<file path="src/hw/dspcg_pkg.sv">
// constants and types shared by the deep-sleep port clock gating block
package dspcg_pkg;
  localparam int          NUM_PORTS       = 8;
  localparam int          ADDR_W          = 12;
  localparam int          DATA_W          = 32;
  localparam int          MODE_W          = 2;
  // register byte offsets
  localparam logic [11:0] DS_GATE_OFFS    = 12'h128;
  localparam logic [11:0] FAULT_STAT_OFFS = 12'h130;
  localparam logic [11:0] FAULT_MASK_OFFS = 12'h134;
  localparam logic [11:0] CLK_STATE_OFFS  = 12'h138;
  // field layout: port enables sit in the low bits, the rest read as zero
  localparam int          PORT_LSB        = 0;
  localparam int          RSVD_LSB        = 8;
  localparam int          RSVD_MSB        = 31;
  // reset values
  localparam logic [7:0]  DS_GATE_RESET   = 8'h00;
  localparam logic [7:0]  FAULT_RESET     = 8'h00;
  localparam logic [7:0]  MASK_RESET      = 8'h00;
  localparam logic [7:0]  CLK_OFF_RESET   = 8'h00;
  localparam logic [31:0] UNMAPPED_READ   = 32'h0000_0000;

  typedef enum logic [1:0] {
    MODE_RUN   = 2'b00,
    MODE_SLEEP = 2'b01,
    MODE_DEEP  = 2'b10
  } dspcg_mode_t;
endpackage

</file>
<file path="src/hw/dspcg_gate_sel.sv">
// selects the port gating mask that is in force for the current power mode
`timescale 1ns/100ps
module dspcg_gate_sel #(
  parameter int N = dspcg_pkg::NUM_PORTS
) (
  input  wire logic [1:0]   sysMode,     // power mode code
  input  wire logic         autoSel,     // automatic gating select
  input  wire logic [N-1:0] runGate,     // run-mode enables
  input  wire logic [N-1:0] sleepGate,   // sleep-mode enables
  input  wire logic [N-1:0] deepGate,    // deep-sleep enables
  output logic      [N-1:0] effMask      // enables in force
);
  dspcg_pkg::dspcg_mode_t mode;

  always_comb begin
    mode = dspcg_pkg::dspcg_mode_t'(sysMode);
    effMask = runGate;
    if (autoSel) begin
      case (mode)
        dspcg_pkg::MODE_RUN:   effMask = runGate;
        dspcg_pkg::MODE_SLEEP: effMask = sleepGate;
        dspcg_pkg::MODE_DEEP:  effMask = deepGate;
        default:               effMask = runGate;
      endcase
    end
  end
endmodule

</file>
<file path="src/hw/dspcg_fault_check.sv">
// answers each port access with either a normal completion or a bus fault
`timescale 1ns/100ps
module dspcg_fault_check #(
  parameter int N  = dspcg_pkg::NUM_PORTS,
  parameter int IW = $clog2(N)
) (
  input  wire logic          clk,        // system clock
  input  wire logic          rst,        // synchronous reset, active high
  input  wire logic          accReq,     // port access request
  input  wire logic [IW-1:0] accIdx,     // target port
  input  wire logic [N-1:0]  portOn,     // current clock state per port
  output logic               accOk,      // normal completion pulse
  output logic               accFault,   // bus fault pulse
  output logic      [IW-1:0] faultIdx    // port of the most recent access
);
  always_ff @(posedge clk) begin
    if (rst) begin
      accOk    <= 1'b0;
      accFault <= 1'b0;
    end else begin
      accOk    <= accReq && portOn[accIdx];
      accFault <= accReq && !portOn[accIdx];
    end
  end

  always_ff @(posedge clk) begin
    if (rst) begin
      faultIdx <= '0;
    end else if (accReq) begin
      faultIdx <= accIdx;
    end
  end
endmodule

</file>
<file path="src/hw/dspcg_top.sv">
// deep-sleep port clock gating: register, mode selection, fault answer and interrupt
`timescale 1ns/100ps
module dspcg_top #(
  parameter int NPORTS = dspcg_pkg::NUM_PORTS,
  parameter int IW     = $clog2(NPORTS)
) (
  input  wire logic              clk,          // 100 MHz system clock
  input  wire logic              rst,          // synchronous reset, active high
  input  wire logic [11:0]       addr,         // register byte address
  input  wire logic [31:0]       wrData,       // register write data
  input  wire logic              wrEn,         // write strobe
  input  wire logic              rdEn,         // read strobe
  output logic      [31:0]       rdData,       // read data, cycle after rdEn
  input  wire logic [1:0]        sysMode,      // power mode code
  input  wire logic              autoGateSel,  // automatic clock gating select
  input  wire logic [NPORTS-1:0] runGate,      // run-mode port enables
  input  wire logic [NPORTS-1:0] sleepGate,    // sleep-mode port enables
  input  wire logic              portAccReq,   // access to a port
  input  wire logic [IW-1:0]     portAccIdx,   // port addressed
  output logic                   portAccOk,    // access completed normally
  output logic                   portAccFault, // access answered with bus fault
  output logic      [NPORTS-1:0] portClockOn,  // per-port clock enable
  output logic                   irq           // level interrupt
);
  generate
    if (NPORTS < 2 || NPORTS > dspcg_pkg::RSVD_LSB) begin : g_bad_ports
      $error("dspcg_top: NPORTS must lie between 2 and 8");
    end
  endgenerate

  logic [NPORTS-1:0] deepSleepPortClockGate;
  logic [NPORTS-1:0] faultStat;
  logic [NPORTS-1:0] faultMask;
  logic [NPORTS-1:0] effMask;
  logic [IW-1:0]     faultIdx;
  logic [NPORTS-1:0] next_faultStat;
  logic [31:0]       next_rdData;

  function automatic logic hit(input logic [11:0] a, input logic [11:0] offs);
    hit = (a == offs);
  endfunction

  function automatic logic [NPORTS-1:0] oneHot(input logic [IW-1:0] idx);
    oneHot = '0;
    oneHot[idx] = 1'b1;
  endfunction

  function automatic logic [31:0] widen(input logic [NPORTS-1:0] v);
    widen = dspcg_pkg::UNMAPPED_READ;
    widen[NPORTS-1:0] = v;
  endfunction

  // deep-sleep gating register; only the port bits are storage
  always_ff @(posedge clk) begin
    if (rst) begin
      deepSleepPortClockGate <= dspcg_pkg::DS_GATE_RESET[NPORTS-1:0];
    end else if (wrEn && hit(addr, dspcg_pkg::DS_GATE_OFFS)) begin
      deepSleepPortClockGate <= wrData[dspcg_pkg::PORT_LSB +: NPORTS];
    end
  end

  always_ff @(posedge clk) begin
    if (rst) begin
      faultMask <= dspcg_pkg::MASK_RESET[NPORTS-1:0];
    end else if (wrEn && hit(addr, dspcg_pkg::FAULT_MASK_OFFS)) begin
      faultMask <= wrData[NPORTS-1:0];
    end
  end

  // a fault in the same cycle as its write-one-to-clear keeps the bit set
  always_comb begin
    next_faultStat = faultStat;
    if (wrEn && hit(addr, dspcg_pkg::FAULT_STAT_OFFS)) begin
      next_faultStat = next_faultStat & ~wrData[NPORTS-1:0];
    end
    if (portAccFault) begin
      next_faultStat = next_faultStat | oneHot(faultIdx);
    end
  end

  always_ff @(posedge clk) begin
    if (rst) begin
      faultStat <= dspcg_pkg::FAULT_RESET[NPORTS-1:0];
    end else begin
      faultStat <= next_faultStat;
    end
  end

  always_ff @(posedge clk) begin
    if (rst) begin
      irq <= 1'b0;
    end else begin
      irq <= |(faultStat & faultMask);
    end
  end

  // read mux; reserved and unmapped bits read as zero
  always_comb begin
    next_rdData = dspcg_pkg::UNMAPPED_READ;
    if (hit(addr, dspcg_pkg::DS_GATE_OFFS)) begin
      next_rdData = widen(deepSleepPortClockGate);
    end else if (hit(addr, dspcg_pkg::FAULT_STAT_OFFS)) begin
      next_rdData = widen(faultStat);
    end else if (hit(addr, dspcg_pkg::FAULT_MASK_OFFS)) begin
      next_rdData = widen(faultMask);
    end else if (hit(addr, dspcg_pkg::CLK_STATE_OFFS)) begin
      next_rdData = widen(portClockOn);
    end
  end

  // data is shown only in the cycle after the strobe
  always_ff @(posedge clk) begin
    if (rst) begin
      rdData <= dspcg_pkg::UNMAPPED_READ;
    end else if (rdEn) begin
      rdData <= next_rdData;
    end else begin
      rdData <= dspcg_pkg::UNMAPPED_READ;
    end
  end

  dspcg_gate_sel #(
    .N         (NPORTS)
  ) u_sel (
    .sysMode   (sysMode),
    .autoSel   (autoGateSel),
    .runGate   (runGate),
    .sleepGate (sleepGate),
    .deepGate  (deepSleepPortClockGate),
    .effMask   (effMask)
  );

  // the enable is a flop so a mode or mask change lands on a whole cycle;
  // ports use it as a clock enable rather than a gated clock
  always_ff @(posedge clk) begin
    if (rst) begin
      portClockOn <= dspcg_pkg::CLK_OFF_RESET[NPORTS-1:0];
    end else begin
      portClockOn <= effMask;
    end
  end

  dspcg_fault_check #(
    .N        (NPORTS),
    .IW       (IW)
  ) u_fault (
    .clk      (clk),
    .rst      (rst),
    .accReq   (portAccReq),
    .accIdx   (portAccIdx),
    .portOn   (portClockOn),
    .accOk    (portAccOk),
    .accFault (portAccFault),
    .faultIdx (faultIdx)
  );

  logic deepAuto;
  logic sleepAuto;
  assign deepAuto  = autoGateSel && (sysMode == dspcg_pkg::MODE_DEEP);
  assign sleepAuto = autoGateSel && (sysMode == dspcg_pkg::MODE_SLEEP);

  // true while the bus address names one of the four registers
  logic mapped;
  assign mapped = hit(addr, dspcg_pkg::DS_GATE_OFFS) || hit(addr, dspcg_pkg::FAULT_STAT_OFFS) ||
                  hit(addr, dspcg_pkg::FAULT_MASK_OFFS) || hit(addr, dspcg_pkg::CLK_STATE_OFFS);
endmodule

</file>
<file path="config.mk">
export PLATFORM = sky130hd
export DESIGN_NAME = dspcg_top
export DESIGN_NICKNAME = d
export VERILOG_FILES = /design/src/hw/dspcg_pkg.sv /design/src/hw/dspcg_gate_sel.sv /design/src/hw/dspcg_fault_check.sv /design/src/hw/dspcg_top.sv
export SDC_FILE = /design/constraint.sdc
export NUM_CORES = 1
export LEC_CHECK = 0
export BUFFER_PORTS_ARGS = -buffer_cell sky130_fd_sc_hd__buf_2
export CAP_MARGIN = 0
export CORE_ASPECT_RATIO = 0.75
export CORE_MARGIN = 10
export CORE_UTILIZATION = 48
export DETAILED_ROUTE_END_ITERATION = 10
export PLACE_DENSITY = 0.88
export SYNTH_ARGS = -nofsm -noshare
export SYNTH_HDL_FRONTEND = slang
export SYNTH_HIERARCHICAL = 1
export SYNTH_SLANG_ARGS = --single-unit
</file>
<file path="constraint.sdc">
create_clock -name clk -period 2.65 [get_ports clk]
set_clock_uncertainty 0.05 [all_clocks]
set_input_delay 0.53 -clock clk [delete_from_list [all_inputs] [get_ports clk]]
set_output_delay 0.53 -clock clk [all_outputs]
set_load 0.005 [all_outputs]
</file>
==> flow_summary.toml <==
[run_status]
status = "completed"

[global_routing]
grt_antenna_before_repair = 0
grt_pass1_vias = 2346
grt-ovfl-total = 0
grt_max_degree = 27
grt_pass1_wl_mm = 11.93
grt.total_usage_pct = 16.32

[clock_network]
clockBufferDepth = 2
cts.clk_slew.worst_paths_ps = 80
cts_sinks = 46
cts_tree = "built"
hold_buffers = 0
htree_num_levels = 2
cts_buffers = 5
cts-resized-gates = 0
cts_root_buf = "clkbuf_8"
clk_latency_ps = 300
post_cts_buffers = 0

[critical_path]
cp-startpoint = "addr[1]"
cp-end-kind = "flop"
rr_worst_depth = 4
path_max_fanout = 9
crit_arrival_ps = 2220
start_kind = "primary input"
worst-setup-path-type = "primary input to flop"
cp_cell_sequence = "buf_2 > or4_1 > or4_4 > o21ai_2 > a21oi_1"
critPathRequiredTime_ps = 2790
slowest_delay_ps = 680
slowest_stage = "or4_1"
worst_r2r_endpoint = "rdData[0]$_SDFF_PP0_"
worstReg2RegStart = "faultStat[0]$_SDFF_PP0_"
r2r_slack_ps = 1150

[synthesis]
synthTopCellsByCount = "dfxtp_1 (46), a21oi_1 (31), buf_4 (24)"
synthTopCellsByArea = "dfxtp_1 (36%), buf_4 (6.9%), a21oi_1 (6.0%)"
synth_top_area_cell = "dfxtp_1"
synth_seq_cells = 46
synthCells = 301
synth_warnings = 6
synth_enable_flop_cells = 0
syn_area_um2 = 2594
synth_top_area_share_pct = 35.50
synth.most_common_cell = "dfxtp_1"
yosysUniqueCellTypes = 40
ys_seq_area_share_pct = 35.50
synth-async-reset-ratio_pct = 0
syn_area_per_cell_um2 = 8.617
synth_ff_type = "dfxtp_1"

[final_layout]
fin_area_um2 = 2969
nFillCells = 495
area_growth_pct = 14.47
seq_area_um2 = 920.9
n_antenna_cell = 0
drive_gt1_share_pct = 27.32
multiInputGateArea_um2 = 1449
nets = 427

[routing]
postRouteAntennaNets = 0
drtIter0Drc = 267
drc_errors = 0
first_pass_iters = 5
vias = 2403
viasPerCell = 5.588
wl_per_cell_um = 16.90
routed_wl_mm = 7.267

[job]
max_cap_violations = 0

[timing]
fin_crit_ps = 2083
slew_violations = 0
setup_viol = 0
min_period_over_period_pct = 78.59
tightest_slew_ps = 549.5
max_freq_ghz = 0.4802
fin_ws_ps = 567.3
rsz0062_at_grt = "no"
worst_hold_slack_ps = 445.4
slew_headroom_pct = 63.03
fin_tns_setup_ps = 0
finalHoldViolations = 0

[floorplanning]
die_area_um2 = 8774
num_rows = 23
start_util_pct = 48.98
pin_count = 114
core_um2 = 5295
fp.dieW_um = 104.9
die_h_um = 83.66

[placement]
numPortBuffers = 65
place_area_um2 = 2826
place_congestion = 0.9582
pre_cts_ws_ps = 266.4
dp.final_hpwl_mm = 5.678

[hold_path]
hold_path_class = "primary input to flop"
whs_endpoint = "u_fault/faultIdx[1]$_SDFFE_PP0P_"
hold_path.startpoint = "portAccIdx[1]"
worstHoldPathCells = 3

[pwr]
total_power_mw = 1.549
power_density_nw_per_um2 = 521.7
p_leak_nw = 1.203
ir_drop_uv = 268.9
-- state kept, by name, indices dropped and copies added, names as in the netlist --
signal,cells
irq,1
u_fault/faultIdx,3
deepSleepPortClockGate,8
faultStat,8
portClockOn,8
u_fault/accFault,1
faultMask,8
rdData,8
u_fault/accOk,1
-- worst max-delay path by stage --
stage,to,slack (ps),cells past startpoint
2_1_floorplan,faultStat[1]$_SDFF_PP0_,440,6
3_3_place_gp,faultStat[1]$_SDFF_PP0_,290,5
3_5_place_dp,faultStat[1]$_SDFF_PP0_,270,5
4_1_cts,faultStat[1]$_SDFF_PP0_,590,5
5_1_grt,rdData[3]$_SDFF_PP0_,400,6
6_report,faultStat[1]$_SDFF_PP0_,570,5
-- layout make-up --
type | count | area share, %
Multi-Input combinational cell | 230 | 48.80
Sequential cell | 46 | 31.02
Timing Repair Buffer | 69 | 11.97
Tap cell | 75 | 3.161
Clock buffer | 6 | 2.781
Clock inverter | 2 | 2.023
Inverter | 2 | 0.2528
-- power breakdown --
group / switching [mW] / internal [mW] / total [mW]
Sequential: 0.0165 / 0.706 / 0.722
Clock: 0.238 / 0.402 / 0.640
Combinational: 0.101 / 0.0865 / 0.187
Total: 0.355 / 1.19 / 1.55
-- kinds of logic (layout without fill, tap and decap cells) --
group                    after synthesis  after routing  synth area share (%)
AO/OA/AOI/OAI                         79             79                 19.34
adder cells (fa/ha/maj)                2              2                0.9646
buffers and inverters                 48             79                 11.96
flip-flops                            46             46                 35.50
multiplexers                          17             17                 8.587
other                                  1             24                0.1446
AND/OR/NAND/NOR                      108            108                 23.49
-- through the flow --
stage	cells	utilization, %
6_report	430	56.07
2_1_floorplan	324	-
3_3_place_gp	422	53.38
3_5_place_dp	422	53.38
5_1_grt	430	56.07
4_1_cts	430	56.07
-- per-layer routing --
metal	wire length, um	vias up	GRT usage, %
met5	0	-	0
met4	88	0	4.229
met3	790	11	5.787
met2	3286	136	25.71
met1	3101	1115	20.61
li1	-	1141	-
-- critical path: cells and delay by family --
| family | cells | cell delay, ps |
|---|---|---|
| and+or+nand+nor | 2 | 1320 |
| buffers and inverters | 1 | 100 |
| AOI/OAI and AO/OA | 2 | 260 |
-- placed cells by master (no fill, tap or decap), drive strengths merged, types with 14 or more instances in the layout --
master,count
o21ai,25
conb,24
buf,69
a21oi,31
dfxtp,46
nor2b,14
nor3,15
nand2,19
nand3,22
nand2b,18
Note: power is estimated with default switching activity, not from simulation.
